$ cat config.mk
export PLATFORM = sky130hd
export DESIGN_NAME = async_timer
export DESIGN_NICKNAME = d
export VERILOG_FILES = /design/src/timer_pkg.sv /design/src/async_timer.sv
export VERILOG_INCLUDE_DIRS = /design/src
export SDC_FILE = /design/constraint.sdc
export NUM_CORES = 1
export LEC_CHECK = 0
export BUFFER_PORTS_ARGS = -buffer_cell sky130_fd_sc_hd__buf_2
export CORE_ASPECT_RATIO = 0.6
export CORE_UTILIZATION = 55
export DETAILED_ROUTE_END_ITERATION = 8
export PLACE_DENSITY = 0.77
export SYNTH_ARGS = -nofsm -noshare
export SYNTH_HDL_FRONTEND = slang
export SYNTH_SLANG_ARGS = --single-unit
$ cat constraint.sdc
create_clock -name ref_clk_in -period 2.4 [get_ports ref_clk_in]
set_input_delay 0.24 -clock ref_clk_in [delete_from_list [all_inputs] [get_ports ref_clk_in]]
set_output_delay 0.24 -clock ref_clk_in [all_outputs]
set_load 0.01 [all_outputs]
$ cat src/timer_regs.svh
`ifndef TIMER_REGS_SVH
`define TIMER_REGS_SVH
// register offsets in i/o space; data space adds the data offset
`define IO_SPACE_TOP       6'h3F
`define DATA_SPACE_OFFSET  7'h20
`define OFS_ASYNC_STATUS   6'h22
`define OFS_COMPARE_VALUE  6'h23
`define OFS_COUNT_VALUE    6'h24
`define OFS_TIMER_CONTROL  6'h25
`define OFS_SPECIAL_FUNC   6'h30
`define OFS_INT_FLAGS      6'h38
`define OFS_INT_MASK       6'h39
// field positions
`define BIT_ASYNC_SELECT   3
`define BIT_COUNTER_BUSY   2
`define BIT_COMPARE_BUSY   1
`define BIT_CONTROL_BUSY   0
`define BIT_COMPARE_ENABLE 7
`define BIT_OVERFLOW_ENABLE 6
`define BIT_COMPARE_FLAG   7
`define BIT_OVERFLOW_FLAG  6
`define BIT_PRESCALER_RESET 1
`define BIT_WGM0           6
`define BIT_WGM1           3
// reset values
`define RESET_BYTE         8'h00
// synchronisation depth into the i/o domain, in i/o cycles
`define SYNC_CYCLES        3
`endif

$ cat src/timer_pkg.sv
package timer_pkg;
    // clock selector encodings
    typedef enum logic [2:0] {
        CLK_STOP = 3'h0, CLK_DIV1 = 3'h1, CLK_DIV8 = 3'h2, CLK_DIV32 = 3'h3,
        CLK_DIV64 = 3'h4, CLK_DIV128 = 3'h5, CLK_DIV256 = 3'h6, CLK_DIV1024 = 3'h7
    } clock_selector_e;
endpackage

$ cat src/async_timer.sv
// Behaviour
// - selector picks stop, undivided, or prescaler tap
// - counter register readable live, writable live only in sync mode
// - counter write blocks next compare match
// - compare value continuously compared with counter
// - async select chooses oscillator tick source
// - counter write in async mode sets counter busy flag
// - compare write in async mode sets compare busy flag
// - control write in async mode sets control busy flag
// - counter read live, compare and control read holding
// - compare interrupt needs enable, global, flag
// - overflow interrupt needs enable, global, flag
// - compare flag set on match, cleared
// - overflow flag set on overflow, cleared
// - pwm mode sets overflow at bottom
// - prescaler reset bit self clears
// - prescaler reset reads one until done
// - data space address is offset plus 0x20
// - async flags reach cpu after sync delay
`timescale 1ns/100ps
`default_nettype none
`include "timer_regs.svh"
module async_timer (
    // clock and reset
    input  wire logic       ref_clk_in,
    input  wire logic       rst_in,
    input  wire logic       clk_en_in,
    // i/o register bus
    input  wire logic [6:0] io_addr_in,
    input  wire logic       io_data_space_in,
    input  wire logic       io_wr_in,
    input  wire logic       io_rd_in,
    input  wire logic [7:0] io_wdata_in,
    output logic      [7:0] io_rdata_out,
    // cpu status and vector acknowledges
    input  wire logic       global_int_in,
    input  wire logic       compare_vector_ack_in,
    input  wire logic       overflow_vector_ack_in,
    // timer oscillator input, sampled as a level
    input  wire logic       timer_oscillator_input_in,
    // interrupt requests and waveform
    output logic            compare_irq_out,
    output logic            overflow_irq_out,
    output logic            compare_match_out,
    output logic            waveform_output_pin_out
);
    // whole block state
    // kept as one packed word so reset and the clock enable treat every
    // field alike and nothing can be left out of the freeze
    typedef struct packed {
        logic [7:0] count;          // live counter
        logic [7:0] compare;        // active compare value
        logic [7:0] control;        // active control value
        logic [7:0] compare_hold;   // holding register, read back
        logic [7:0] control_hold;   // holding register, read back
        logic [7:0] count_hold;     // pending counter value
        logic [2:0] busy;           // counter, compare, control pending
        logic       async_sel;      // oscillator as tick source
        logic       compare_en;
        logic       overflow_en;
        logic       compare_flag;
        logic       overflow_flag;
        logic       psr_pending;    // prescaler reset in progress
        logic [9:0] prescale;       // prescaler counter
        logic       osc_d;          // previous oscillator level
        logic [1:0] sync_ctr;       // extra sync delay for async transfers
        logic       block_match;    // compare blocked for next tick
        logic       down;           // pwm down-counting
        logic       osc_tick_pend;  // oscillator edge transferred, awaiting busy clear
        logic [7:0] rdata;
        logic       cmp_irq;
        logic       ovf_irq;
        logic       match_o;
        logic       wave;
    } state_s;

    // one registered copy of all state; the next copy is built in one
    // combinational pass so every field has a single driver
    state_s r_r, r_nxt;

    // maps a bus address to an i/o offset; it does not flag unmapped addresses
    // data-space addresses sit 0x20 above their i/o addresses
    // range checking is left to the caller, which knows the space in use
    function automatic logic [6:0] io_offset(input logic [6:0] a, input logic ds);
        io_offset = ds ? a - `DATA_SPACE_OFFSET : a;
    endfunction

    // true when the selected tap fires on this prescaler count
    // taps fire when the low prescaler bits are all ones, so a prescaler
    // reset gives the full period before the first tick
    // every code is legal, so the case needs no default
    function automatic logic tap_hit(input logic [2:0] sel, input logic [9:0] p);
        unique case (timer_pkg::clock_selector_e'(sel))
            timer_pkg::CLK_STOP:    tap_hit = 1'b0;
            timer_pkg::CLK_DIV1:    tap_hit = 1'b1;
            timer_pkg::CLK_DIV8:    tap_hit = (p[2:0] == 3'h7);
            timer_pkg::CLK_DIV32:   tap_hit = (p[4:0] == 5'h1F);
            timer_pkg::CLK_DIV64:   tap_hit = (p[5:0] == 6'h3F);
            timer_pkg::CLK_DIV128:  tap_hit = (p[6:0] == 7'h7F);
            timer_pkg::CLK_DIV256:  tap_hit = (p[7:0] == 8'hFF);
            timer_pkg::CLK_DIV1024: tap_hit = (p == 10'h3FF);
        endcase
    endfunction

    // decoded bus fields and timer events, all rebuilt every cycle
    // by the next-state process below
    logic [6:0] ofs;
    logic       in_range;
    logic       src_tick;   // base tick, i/o clock or oscillator edge
    logic       tmr_tick;   // prescaled timer tick
    logic       pwm;
    logic       match;      // counter equals active compare value
    logic       cmp_set;    // hardware sets the compare flag this cycle
    logic       ovf_set;    // hardware sets the overflow flag this cycle

    // next-state logic
    // order matters: counting first, then holding-register transfers,
    // then flag clears, then cpu writes, so a cpu write has the last word
    // on the counter as the timer requires
    always_comb begin
        r_nxt    = r_r;
        ofs      = io_offset(io_addr_in, io_data_space_in);
        in_range = io_data_space_in ? (io_addr_in >= `DATA_SPACE_OFFSET) : (io_addr_in[6] == 1'b0);
        // set events start quiet; a set in this cycle beats a clear
        cmp_set  = 1'b0;
        ovf_set  = 1'b0;
        pwm      = r_r.control[`BIT_WGM0];
        // hazard: a slow crystal level must count once, so only the rising
        // edge seen against the stored level makes a tick
        // oscillator edge detect; input is treated as synchronous
        r_nxt.osc_d = timer_oscillator_input_in;
        src_tick = r_r.async_sel ? (timer_oscillator_input_in && !r_r.osc_d) : 1'b1;
        // the prescaler is shared by all taps, so switching taps does not
        // restart it; software uses the prescaler reset for a clean start
        // prescaler runs on the base tick
        if (src_tick) begin
            r_nxt.prescale = r_r.prescale + 10'h001;
        end
        tmr_tick = src_tick && tap_hit(r_r.control[2:0], r_r.prescale);
        if (r_r.psr_pending && src_tick) begin
            r_nxt.prescale    = 10'h000;
            r_nxt.psr_pending = 1'b0;
        end
        // the comparator looks at the active value, never the holding one,
        // so a pending async compare write cannot match early
        match = (r_r.count == r_r.compare);
        r_nxt.match_o = 1'b0;
        // a match raises the flag on the tick after the counter arrives,
        // and a just-written counter skips exactly one such tick
        // limitation: no clear-on-match mode, the counter wraps in normal mode and turns at 0xFF and 0x00 in pwm mode
        // counting, only on the timer tick
        if (tmr_tick) begin
            r_nxt.block_match = 1'b0;
            if (match && !r_r.block_match) begin
                r_nxt.compare_flag = 1'b1;
                cmp_set            = 1'b1;
                r_nxt.match_o      = 1'b1;
                r_nxt.wave         = ~r_r.wave;
            end
            if (pwm) begin
                if (!r_r.down && r_r.count == 8'hFF) begin
                    r_nxt.down  = 1'b1;
                    r_nxt.count = 8'hFE;
                end else if (r_r.down && r_r.count == 8'h00) begin
                    r_nxt.down          = 1'b0;
                    r_nxt.count         = 8'h01;
                    r_nxt.overflow_flag = 1'b1;
                    ovf_set             = 1'b1;
                end else begin
                    r_nxt.count = r_r.down ? r_r.count - 8'h01 : r_r.count + 8'h01;
                end
            end else begin
                r_nxt.count = r_r.count + 8'h01;
                if (r_r.count == 8'hFF) begin
                    r_nxt.overflow_flag = 1'b1;
                    ovf_set             = 1'b1;
                end
            end
        end
        // the oscillator is far slower than the i/o clock, so a value
        // written by the cpu waits here for the next crystal edge
        // all pending registers move together on that one edge
        // async transfer from holding registers on an oscillator edge
        if (r_r.async_sel && src_tick && |r_r.busy) begin
            r_nxt.osc_tick_pend = 1'b1;
            if (r_r.busy[2]) begin
                r_nxt.count       = r_r.count_hold;
                r_nxt.block_match = 1'b1;
            end
            if (r_r.busy[1]) r_nxt.compare = r_r.compare_hold;
            if (r_r.busy[0]) r_nxt.control = r_r.control_hold;
            r_nxt.sync_ctr = 2'h0;
        end
        // the busy bits are what software polls; clearing them early would
        // let a second write land on a transfer still in flight
        // trade-off: a fixed delay instead of a real two-flop handshake
        // busy clears after the sync delay into the i/o domain
        if (r_r.osc_tick_pend) begin
            r_nxt.sync_ctr = r_r.sync_ctr + 2'h1;
            if (r_r.sync_ctr == 2'(`SYNC_CYCLES - 1)) begin
                r_nxt.busy          = 3'h0;
                r_nxt.osc_tick_pend = 1'b0;
            end
        end
        // vector execution clears flags
        // a set in the same cycle wins over the vector acknowledge
        if (compare_vector_ack_in && !cmp_set)  r_nxt.compare_flag  = 1'b0;
        if (overflow_vector_ack_in && !ovf_set) r_nxt.overflow_flag = 1'b0;
        // writes while a busy bit is set are not refused; the cpu must poll
        // first, and a refused write would hide that software bug
        // the force strobe in control bit 7 is not kept, it reads as zero
        // register writes; counter write beats counting
        if (io_wr_in && in_range) begin
            unique case (ofs[5:0])
                `OFS_COUNT_VALUE: begin
                    if (r_r.async_sel) begin
                        r_nxt.count_hold = io_wdata_in;
                        r_nxt.busy[2]    = 1'b1;
                    end else begin
                        r_nxt.count       = io_wdata_in;
                        r_nxt.block_match = 1'b1;
                    end
                end
                `OFS_COMPARE_VALUE: begin
                    r_nxt.compare_hold = io_wdata_in;
                    if (r_r.async_sel) r_nxt.busy[1] = 1'b1;
                    else r_nxt.compare = io_wdata_in;
                end
                `OFS_TIMER_CONTROL: begin
                    r_nxt.control_hold = io_wdata_in & 8'h7F;
                    if (r_r.async_sel) r_nxt.busy[0] = 1'b1;
                    else r_nxt.control = io_wdata_in & 8'h7F;
                end
                `OFS_ASYNC_STATUS: r_nxt.async_sel = io_wdata_in[`BIT_ASYNC_SELECT];
                `OFS_INT_MASK: begin
                    r_nxt.compare_en  = io_wdata_in[`BIT_COMPARE_ENABLE];
                    r_nxt.overflow_en = io_wdata_in[`BIT_OVERFLOW_ENABLE];
                end
                `OFS_INT_FLAGS: begin
                    // write one clears, but a same-cycle set wins
                    if (io_wdata_in[`BIT_COMPARE_FLAG] && !cmp_set)
                        r_nxt.compare_flag = 1'b0;
                    if (io_wdata_in[`BIT_OVERFLOW_FLAG] && !ovf_set)
                        r_nxt.overflow_flag = 1'b0;
                end
                `OFS_SPECIAL_FUNC: begin
                    // in sync mode the reset is immediate, so the bit never reads one
                    if (io_wdata_in[`BIT_PRESCALER_RESET]) begin
                        if (r_r.async_sel) r_nxt.psr_pending = 1'b1;
                        else r_nxt.prescale = 10'h000;
                    end
                end
                default: ;
            endcase
        end
        // read data stands for exactly one cycle after the strobe and is
        // zero otherwise, so a bus mux outside may simply or the sources
        // counter reads see the live count, not the pending async value
        // registered read data; unmapped reads zero
        r_nxt.rdata = `RESET_BYTE;
        if (io_rd_in && in_range) begin
            unique case (ofs[5:0])
                `OFS_COUNT_VALUE:   r_nxt.rdata = r_r.count;
                `OFS_COMPARE_VALUE: r_nxt.rdata = r_r.compare_hold;
                `OFS_TIMER_CONTROL: r_nxt.rdata = r_r.control_hold;
                `OFS_ASYNC_STATUS:  r_nxt.rdata = {4'h0, r_r.async_sel, r_r.busy};
                `OFS_INT_MASK:      r_nxt.rdata = {r_r.compare_en, r_r.overflow_en, 6'h00};
                `OFS_INT_FLAGS:     r_nxt.rdata = {r_r.compare_flag, r_r.overflow_flag, 6'h00};
                `OFS_SPECIAL_FUNC:  r_nxt.rdata = {6'h00, r_r.psr_pending, 1'b0};
                default:            r_nxt.rdata = `RESET_BYTE;
            endcase
        end
        // built from the next flags so a request drops in the same cycle
        // as the flag clear, never one cycle late
        // interrupt requests from the settled flags
        r_nxt.cmp_irq = r_nxt.compare_en && global_int_in && r_nxt.compare_flag;
        r_nxt.ovf_irq = r_nxt.overflow_en && global_int_in && r_nxt.overflow_flag;
    end

    // reset loads only constants; all registers and flags come up zero
    // while the enable is low nothing moves, not even the edge detector,
    // so an oscillator edge during a freeze is seen once afterwards
    // state register; clock enable freezes everything
    always_ff @(posedge ref_clk_in or posedge rst_in) begin
        if (rst_in) begin
            r_r <= '0;
        end else if (clk_en_in) begin
            r_r <= r_nxt;
        end
    end

    // no logic between the state flops and the pins, so the outputs
    // carry no glitches into the interrupt controller
    // outputs straight from flops
    assign io_rdata_out            = r_r.rdata;
    assign compare_irq_out         = r_r.cmp_irq;
    assign overflow_irq_out        = r_r.ovf_irq;
    assign compare_match_out       = r_r.match_o;
    assign waveform_output_pin_out = r_r.wave;
endmodule // async_timer
`default_nettype wire

==> results of run 1 <==
## critical path, stage by stage (launching register included)
cell and delay [ns]:
dfrtp_1 0.39, ha_2 0.19, and3_1 0.18, ha_1 0.18, or4b_4 0.47, nand4_1 0.19
or2_4 0.18, mux2_4 0.30, a22oi_2 0.12
## through the flow
step	worst slack, ns	hold WS [ns]	TNS [ns]	std cells	cell area [um2]
after detailed placement	-0.0387	0.341	-0.0655	635	5070
final	0.118	0.166	0	658	5470
after CTS	0.00675	0.157	0	654	5400
after floorplan	0.00224	0.357	0	499	4680
after global routing	-0.00351	0.159	-0.00351	658	5470
after global placement	-0.00517	0.322	-0.00517	635	5070
## kinds of logic after synthesis
logic type	count (synthesis)
flip-flops	80
XOR/XNOR	20
AND/OR/NAND/NOR	169
multiplexers	34
adder cells (fa/ha/maj)	7
AO/OA/AOI/OAI	136
buffers and inverters	53
## flip-flops by register name (all words and copies together), names as in the netlist
| name | cells |
|---|---|
| r_r | 67 |
| compare_match_out | 1 |
| overflow_irq_out | 1 |
| compare_irq_out | 1 |
| io_rdata_out | 8 |
| waveform_output_pin_out | 1 |
| pwm | 1 |
## routing by layer
layer | routed length (um) | share of wire | global-route usage | vias up
li1 | - | - | - | 1933
met1 | 5850 | 0.44 | 0.459 | 2036
met2 | 5680 | 0.42 | 0.470 | 293
met3 | 1680 | 0.12 | 0.110 | 32
met4 | 212 | 0.016 | 0.0974 | 0
met5 | 0 | 0 | 0 | -
## final cells by class
| cell class | count | area [um2] |
|---|---|---|
| well taps | 108 | 135 |
| repair buffers | 74 | 497 |
| multi-input cells | 366 | 2490 |
| flip-flops and latches | 80 | 2000 |
| inverters | 14 | 53.8 |
| clock inverters | 5 | 40.0 |
| clock buffers | 11 | 253 |
| fillers | 641 | 2600 |
## worst min path at each step
| stage | end | slack, ns | cells after the start |
|---|---|---|---|
| 3_3_place_gp | compare_match_out$_DFFE_PP0P_ | 0.32 | 2 |
| 4_1_cts | r_r[17]$_DFFE_PP0P_ | 0.16 | 2 |
| 2_1_floorplan | r_r[33]$_DFFE_PP0P_ | 0.36 | 2 |
| 6_report | r_r[17]$_DFFE_PP0P_ | 0.17 | 2 |
| 5_1_grt | r_r[17]$_DFFE_PP0P_ | 0.16 | 2 |
| 3_5_place_dp | waveform_output_pin_out$_DFFE_PP0P_ | 0.34 | 2 |
## report_power, final
| part | total, mW | internal (mW) | switching (mW) |
|---|---|---|---|
| combinational | 1.26 | 0.585 | 0.677 |
| clock | 1.34 | 0.762 | 0.581 |
| sequential | 1.87 | 1.60 | 0.277 |
## timing repair
action                     4_1_cts  5_1_grt
buffers inserted                 2        4
hold endpoints to repair        34        0
setup endpoints to repair        5        8
pin swaps                        1        7
hold buffers                     1        0
gates resized for setup          2       13
## placed cells by master (no fill, tap or decap), drive strengths merged, types with 6 or more instances in the layout
| master | netlist | final |
|---|---|---|
| nand3 | 16 | 16 |
| a22o | 7 | 7 |
| xor2 | 8 | 8 |
| dfrtp | 80 | 80 |
| buf | 13 | 73 |
| nor3 | 11 | 11 |
| o22ai | 14 | 14 |
| ha | 7 | 7 |
| a221oi | 9 | 9 |
| o21ai | 16 | 16 |
| inv | 13 | 13 |
| a21oi | 35 | 35 |
| clkbuf | 26 | 11 |
| nand4 | 9 | 9 |
| o2bb2ai | 7 | 7 |
| xnor2 | 12 | 12 |
| mux2 | 31 | 31 |
| nor2 | 41 | 41 |
| nand2 | 56 | 56 |
| nand2b | 6 | 6 |
==> summary.md, run 1 <==
| Metric | Value |
|---|---|
| Status | completed |
| Finished Core Util | 0.678 |
| Latest clock arrival within the worst-skew pair | 0.35 ns |
| Chip width | 121 um |
| Period utilization | 0.951 |
| Post-Synthesis Net Count | 531 |
| Ys Warns | 0 |
| Actual slew at the worst max-slew pin | 0.680 ns |
| Pwr dens | 818 nW/um2 |
| Hold Path Class | in2reg |
| Complex-gate fraction of the synthesized area | 0.205 |
| Final wirelength | 13400 um |
| Residual DRC | 0 |
| IR drop worst, VDD | 0.505 mV |
| Area Overhead vs Synth | 17.0% |
| CTS sink cnt | 80 |
| Nets | 577 |
| Antenna diodes | 0 |
| WS Path Type | reg2reg |
| Crit path max fanout | 3 |
| CTS tree | done |
| Clk_skew | 0.00935 ns |
| Root Driver | clkbuf_16 |
| Largest area contributor in the netlist | dfrtp_1 |
| CTS Buf Count | 9 |
| Clk slew on worst S/H paths | 0.06 ns |
| Highest clock rate | 438 MHz |
| Starting Density | 0.580 |
| Total power draw | 4.48 mW |
| Wirelength per Cell | 20.4 um |
| Most common cell in the netlist | dfrtp_1 |
| Worst Path Required | 2.66 ns |
| Syn_area_per_cell | 9.38 um2 |
| Post-Synth Simple-Gate Area | 0.179 |
| Initial antenna violation count | 0 |
| Proportion of synthesized area in mux cells | 0.0810 |
| Combinational family with the most area after synthesis | compound AO/OA/AOI/OAI gates |
| Die height | 73.5 um |
| Row Count | 25 |
| Synth top cells by count | 80 x dfrtp_1, 56 x nand2_1, 40 x nor2_1, 34 x a21oi_1, 31 x mux2_2 |
| Total die area | 8890 um2 |
| EDFF count, synth | 0 |
| Vias | 4294 |
| Post-synth top flop | dfrtp_1 |
| Adder-Cell Fraction of Synth Area | 0.0187 |
| Synth top area share | 0.428 |
| Startpoint Class | flip-flop |
| Synth area leaders | dfrtp_1 43%, mux2_2 7.5%, nand2_1 4.5% |
| Layout cell share with drive strength beyond 1 | 0.258 |
| Worst Setup SP | r_r[18]$_DFFE_PP0P_ |
| I/O Pins | 37 |
| Post-route ant nets | 0 |
| CP endpoint | r_r[79]$_DFFE_PP0P_ |
| Synthesized area | 4680 um2 |
| All-Layer GR Usage | 0.324 |
| Flops & latches, synth | 80 |
| Tmin final | 2.28 ns |
| Crit. End Element | flip-flop |
| Worst R2R Start | r_r[18]$_DFFE_PP0P_ |
| Number of global-route vias before repair | 4098 |
| Initial DRC count | 528 |
| Vias/cell | 6.53 |
| Synth unique cells | 66 |
| Post-synthesis sequential area ratio | 0.428 |
| RD Place Congestion | 0.914 |
| First-pass GRT wire length | 21400 um |
| Endpoints failing hold | 0 |
| Post-synth ARST share | 1.00 |
| R2r endpoint | r_r[79]$_DFFE_PP0P_ |
| DPL Wire Length | 9470 um |
| Slew Viols, Final | 0 |
| MaxCap Viol Count | 0 |
| Worst r2r path cells | 8 |
| # H-tree levels | 3 |
| Min-Delay Startpoint | timer_oscillator_input_in |
| Core Region | 8070 um2 |
| Gr ovfl total | 0 |
| Maximum clock path buffer count | 2 |
| Final setup vio count | 0 |
| R2r setup slk | 0.12 ns |
| Pin count of the biggest net entering global routing | 47 |
| XOR/XNOR Fraction of Synth Area | 0.0374 |
| Port buffer count | 36 |
| Iteration count of the initial detailed-routing pass | 6 |
| Slew headroom | 0.544 |
| Worst Path Arrival | 2.55 ns |
| Leakage power | 2.39 nW |
| Cells after Synth | 499 |
(Power assumes the default switching activity.)
==> inputs of run 2 (changes only) <==
--- a/config.mk
+++ b/config.mk
@@ -8,9 +8,9 @@
 export LEC_CHECK = 0
 export BUFFER_PORTS_ARGS = -buffer_cell sky130_fd_sc_hd__buf_2
 export CORE_ASPECT_RATIO = 0.6
-export CORE_UTILIZATION = 55
+export CORE_UTILIZATION = 50
 export DETAILED_ROUTE_END_ITERATION = 8
-export PLACE_DENSITY = 0.77
+export PLACE_DENSITY = 0.71
 export SYNTH_ARGS = -nofsm -noshare
 export SYNTH_HDL_FRONTEND = slang
 export SYNTH_SLANG_ARGS = --single-unit
==> run 2 against run 1 <==
  * The run now ends with hold timing left
  * Global-route usage is 3.9 points lower
  * Total power is 0.68% higher
  * Core utilization is 5.8 points lower
  * Final area is 0.41% lower
  * Via count is 3.0% lower
  * Clock skew is 0.0044 ns lower
  * Maximum frequency is 1.1% lower
  * Sequential share of layout area is 0.17 points higher
  * Die area is 9.8% higher
  * Flip-flop and latch count stayed put
==> summary.md, run 2 (synthesized netlist as in run 1, its figures left out) <==
| Metric | Value |
|---|---|
| Residual DRC | 0 |
| # H-tree levels | 3 |
| Actual slew at the worst max-slew pin | 0.722 ns |
| MaxCap Viol Count | 0 |
| Endpoints failing hold | 27 |
| Crit path max fanout | 5 |
| Total die area | 9760 um2 |
| Starting Density | 0.533 |
| Pin count of the biggest net entering global routing | 81 |
| Iteration count of the initial detailed-routing pass | 5 |
| Setup WS pre-CTS | -0.0542 ns |
| CTS tree | done |
| Commonest non-fill, non-tap cell in the layout | dfrtp_1 |
| I/O Pins | 37 |
| Status | finished with violations |
| Final setup slack of the worst path | 0.0918 ns |
| Worst Setup SP | r_r[18]$_DFFE_PP0P_ |
| Final setup TNS | 0 ns |
| Vias/cell | 6.33 |
| Startpoint Class | flip-flop |
| RSZ-0062 raised after global routing | false |
| Antenna diodes | 0 |
| Pwr dens | 827 nW/um2 |
| Post-route ant nets | 0 |
| Initial antenna violation count | 0 |
| Number of global-route vias before repair | 4007 |
| Period utilization | 0.962 |
| R2r endpoint | r_r[80]$_DFFE_PP0P_ |
| Maximum clock path buffer count | 2 |
| All-Layer GR Usage | 0.285 |
| Slew headroom | 0.515 |
| CTS Buf Count | 9 |
| Placed cells | 641 |
| RD Place Congestion | 0.892 |
| Final wirelength | 13000 um |
| Largest Register | r_r |
| Die height | 76.9 um |
| Worst Path Required | 2.63 ns |
| CP endpoint | r_r[80]$_DFFE_PP0P_ |
| IR drop worst, VDD | 0.490 mV |
| Area Overhead vs Synth | 16.5% |
| Initial DRC count | 414 |
| CTS sink cnt | 80 |
| Port buffer count | 36 |
| Final setup vio count | 0 |
| Worst R2R Start | r_r[18]$_DFFE_PP0P_ |
| Largest register FFs | 67 |
| Slew Viols, Final | 0 |
| Vias | 4164 |
| Chip width | 127 um |
| R2r setup slk | 0.09 ns |
| First-pass GRT wire length | 21200 um |
| Crit. End Element | flip-flop |
| Layout cell share with drive strength beyond 1 | 0.253 |
| Failing checks | hold timing |
| Wirelength per Cell | 19.8 um |
| Nets | 574 |
| Final cell count without fillers | 658 |
| Hold Path Class | in2async |
| Hold slack | -0.0320 ns |
| Leakage power | 2.39 nW |
| Gr ovfl total | 0 |
| Latest clock arrival within the worst-skew pair | 0.34 ns |
| Row Count | 26 |
| Root Driver | clkbuf_16 |
| Highest clock rate | 433 MHz |
| Clk slew on worst S/H paths | 0.06 ns |
| Core Region | 8780 um2 |
| Worst Path Arrival | 2.54 ns |
| DPL Wire Length | 9490 um |
| Worst r2r path cells | 9 |
| WS Path Type | reg2reg |
| Tmin final | 2.31 ns |
| Clk_skew | 0.00491 ns |
| Most frequent cells in the layout | 78 x dfrtp_1, 56 x nand2_1, 39 x nor2_1 |
==> run 2: cell count changes in the layout (fill, tap and decap cells not counted), moves of 2 or more <==
| cell | before | now |
|---|---|---|
| clkinvlp_4 | 3 | 0 |
| buf_4 | 34 | 32 |
| bufinv_16 | 0 | 2 |
| clkbuf_1 | 0 | 2 |
| clkbuf_8 | 2 | 0 |
| clkinv_2 | 1 | 3 |
==> run 2: final cells by class <==
class                           count  area, um2
Tap cell                          112        140
Sequential cell                    80       2000
Clock buffer                       11        233
Multi-Input combinational cell    366       2480
Timing Repair Buffer               71        472
Clock inverter                      4       70.1
Fill cell                         709       3330
Inverter                           14       53.8
==> run 2: worst min path at each step <==
stage / endpoint / cells past startpoint
3_3_place_gp: compare_match_out$_DFFE_PP0P_ / 3
5_1_grt: waveform_output_pin_out$_DFFE_PP0P_ / 3
3_5_place_dp: waveform_output_pin_out$_DFFE_PP0P_ / 3
2_1_floorplan: r_r[33]$_DFFE_PP0P_ / 2
4_1_cts: waveform_output_pin_out$_DFFE_PP0P_ / 3
6_report: waveform_output_pin_out$_DFFE_PP0P_ / 3
==> run 2: what timing repair did <==
item | 4_1_cts | 5_1_grt
endpoints found under the setup margin | 7 | 10
resized for setup | 2 | 12
setup buffers | 1 | 1
pin swaps | 1 | 7
hold buffers | 0 | 0
==> run 2: worst max-delay path, cell delays in order (launching register included) <==
cell and delay [ns]:
dfrtp_1 0.39, ha_2 0.19, and3_1 0.18, ha_1 0.18
or4b_4 0.47, nand4_1 0.22, or2_4 0.19, buf_6 0.11
a21oi_1 0.06, o211a_1 0.22
==> run 2: through the flow <==
stage,utilization,power (mW),instance area (um2),hold slack [ns]
floorplan,-,2.60,4680,0.357
global placement,0.580,2.95,5090,0.355
detailed placement,0.580,3.02,5090,0.361
CTS,0.616,4.46,5410,0.00275
global route,0.621,4.74,5450,0.0137
finish,0.621,4.51,5450,-0.0320
==> run 2: power by group <==
part | switching (mW) | leakage [nW] | internal (mW)
Combinational | 0.636 | 1.19 | 0.567
Sequential | 0.277 | 1.05 | 1.60
Clock | 0.529 | 0.149 | 0.902
==> run 2: layer usage <==
metal  part of all wire  track usage  wire [um]
met1               0.48        0.412       6210
met2               0.41        0.404       5330
met3               0.10       0.0998       1300
met4              0.014       0.0667        180
met5                  0            0          0
==> inputs of run 3 (changes only) <==
--- a/config.mk
+++ b/config.mk
@@ -9,6 +9,7 @@
 export BUFFER_PORTS_ARGS = -buffer_cell sky130_fd_sc_hd__buf_2
 export CORE_ASPECT_RATIO = 0.6
 export CORE_UTILIZATION = 50
+export CTS_CLUSTER_SIZE = 10
 export DETAILED_ROUTE_END_ITERATION = 8
 export PLACE_DENSITY = 0.71
 export SYNTH_ARGS = -nofsm -noshare
==> constraint.sdc (replaced) <==
create_clock -name ref_clk_in -period 2.4 [get_ports ref_clk_in]
set_input_delay 0.6 -clock ref_clk_in [delete_from_list [all_inputs] [get_ports ref_clk_in]]
set_output_delay 0.6 -clock ref_clk_in [all_outputs]
set_load 0.01 [all_outputs]
==> run 3 against run 2 <==
  * Total power down 1.2%
  * Clock power is 8% lower
  * The run now ends clean
  * Critical path depth shrank 1
  * Hold slack better by 0.22 ns
  * Register-to-register slack got worse by 0.07 ns
  * Clock skew up 0.0042 ns
  * Die area is the same
  * Via count rose by 5.0%
  * Core utilization up 1.2 points
  * Count of clock-buffer cells in the layout decreased by 1
  * Largest power group unchanged
==> summary.md, run 3 (synthesized netlist as in run 1, its figures left out) <==
| Metric | Value |
|---|---|
| Startpoint Class | flip-flop |
| Starting Density | 0.533 |
| CTS tree | done |
| Worst-path cell chain | inv_1, ha_1, nor3b_1, and2_1, o31ai_1, a311oi_1, mux2_4, a22oi_2 |
| MaxCap Viol Count | 0 |
| Hold slack | 0.190 ns |
| Nets | 590 |
| Hold Path Class | in2async |
| Worst Path Required | 2.62 ns |
| Placed cells | 658 |
| Final wirelength | 13700 um |
| Port buffer count | 36 |
| Worst path max stage delay | 0.49 ns |
| Area Overhead vs Synth | 18.7% |
| Post-route ant nets | 0 |
| First-pass GRT wire length | 22200 um |
| Highest clock rate | 420 MHz |
| CTS sink cnt | 80 |
| Iteration count of the initial detailed-routing pass | 5 |
| Number of global-route vias before repair | 4157 |
| Pwr dens | 802 nW/um2 |
| Filler instances | 724 |
| Vias/cell | 6.48 |
| All-Layer GR Usage | 0.299 |
| Root Driver | clkbuf_16 |
| Commonest non-fill, non-tap cell in the layout | dfrtp_1 |
| Cell family with most CP delay | simple AND/OR/NAND/NOR gates |
| Antenna diodes | 0 |
| Placed cell areas | 5220 um2 |
| Setup WS pre-CTS | -0.0276 ns |
| Leakage power | 2.44 nW |
| Initial DRC count | 495 |
| Residual DRC | 0 |
| IR drop worst, VDD | 0.492 mV |
| Row Count | 26 |
| WP buf/inv | 1 |
| WS Path Type | reg2reg |
| # H-tree levels | 3 |
| Layout cell share with drive strength beyond 1 | 0.275 |
| Worst Path Arrival | 2.60 ns |
| Status | completed |
| Total die area | 9760 um2 |
| Latest clock arrival within the worst-skew pair | 0.34 ns |
| I/O Pins | 37 |
| Chip width | 127 um |
| Crit. End Element | flip-flop |
| Clk slew on worst S/H paths | 0.06 ns |
| Final setup vio count | 0 |
| Maximum clock path buffer count | 2 |
| DPL Wire Length | 10000 um |
| Wirelength per Cell | 20.2 um |
| Gr ovfl total | 0 |
| Endpoints failing hold | 0 |
| Slew headroom | 0.658 |
| RD Place Congestion | 0.877 |
| Die height | 76.9 um |
| Crit path max fanout | 8 |
| Fin area | 5550 um2 |
| Actual slew at the worst max-slew pin | 0.509 ns |
| Initial antenna violation count | 0 |
| Clk_skew | 0.00907 ns |
| Pin count of the biggest net entering global routing | 72 |
| Final setup slack of the worst path | 0.0175 ns |
| Vias | 4373 |
| CTS Buf Count | 9 |
| Core Region | 8780 um2 |
| Largest Register | r_r |
| CTS Hold Bufs | 0 |
| Largest register FFs | 67 |
| Tmin final | 2.38 ns |
| Slew Viols, Final | 0 |
| Final cell count without fillers | 675 |
| Most frequent cells in the layout | 79 x dfrtp_1, 56 x nand2_1, 48 x buf_4 |
| Slowest-stage cell, CP | dfrtp_1 |
| Period utilization | 0.993 |
[run 3: cell types whose count changed in the layout (fill, tap and decap cells not counted), sizes merged]
cell	change
inv	+3
buf	+16
bufinv	-2
clkinvlp	+3
clkbuf	-1
clkinv	-2
[run 3: final timing paths]
check | cells after the start | to | slack [ns] | startpoint
max | 8 | r_r[79]$_DFFE_PP0P_ | 0.02 | r_r[77]$_DFFE_PP0P_
min | 2 | compare_irq_out$_DFFE_PP0P_ | 0.19 | rst_in
max reg2reg | 8 | r_r[79]$_DFFE_PP0P_ | 0.02 | r_r[77]$_DFFE_PP0P_
min reg2reg | 1 | waveform_output_pin_out$_DFFE_PP0P_ | 0.48 | waveform_output_pin_out$_DFFE_PP0P_
max in group asynchronous | 3 | r_r[78]$_DFFE_PP0P_ | 1.54 | rst_in
min in group ref_clk_in | 1 | waveform_output_pin_out$_DFFE_PP0P_ | 0.48 | waveform_output_pin_out$_DFFE_PP0P_
[run 3: metrics by stage]
step	setup TNS (ns)	util	total power, mW
floorplan	0	-	2.60
global placement	0	0.595	3.00
detailed placement	-0.0932	0.595	3.07
CTS	-0.00647	0.628	4.41
global route	-0.0138	0.632	4.70
finish	0	0.632	4.45
[run 3: layout make-up]
| cell class | instances | area, um2 | share of cell area |
|---|---|---|---|
| Clock buffer | 10 | 239 | 0.0430 |
| Clock inverter | 6 | 50.0 | 0.00901 |
| Inverter | 14 | 56.3 | 0.0101 |
| Multi-Input combinational cell | 366 | 2470 | 0.445 |
| Sequential cell | 80 | 2000 | 0.361 |
| Tap cell | 112 | 140 | 0.0252 |
| Timing Repair Buffer | 87 | 592 | 0.107 |
[run 3: metal layers]
layer,global-route usage,vias up,share of wire
met5,0,-,0
met4,0.0655,0,0.0078
met3,0.0886,11,0.11
met2,0.421,244,0.43
met1,0.448,2153,0.46
li1,-,1965,-
[run 3: report_power, final]
part,internal (mW),total (mW),switching (mW)
clock network,0.741,1.32,0.582
registers,1.60,1.88,0.288
logic,0.590,1.25,0.655
total,2.93,4.45,1.52
[run 3: repair_timing]
item	4_1_cts	5_1_grt
resized for setup	1	11
buffers inserted	0	1
pin swaps	1	4
endpoints found under the setup margin	4	11
gates cloned	0	0
[run 3: worst reg2reg max path: cells and delay by family (launching register included)]
family	cells	cell delay, ns
compound gates	3	0.58
mux	1	0.25
flops	1	0.49
fa+ha+maj	1	0.18
buf+inv	1	0.13
simple gates	2	0.64
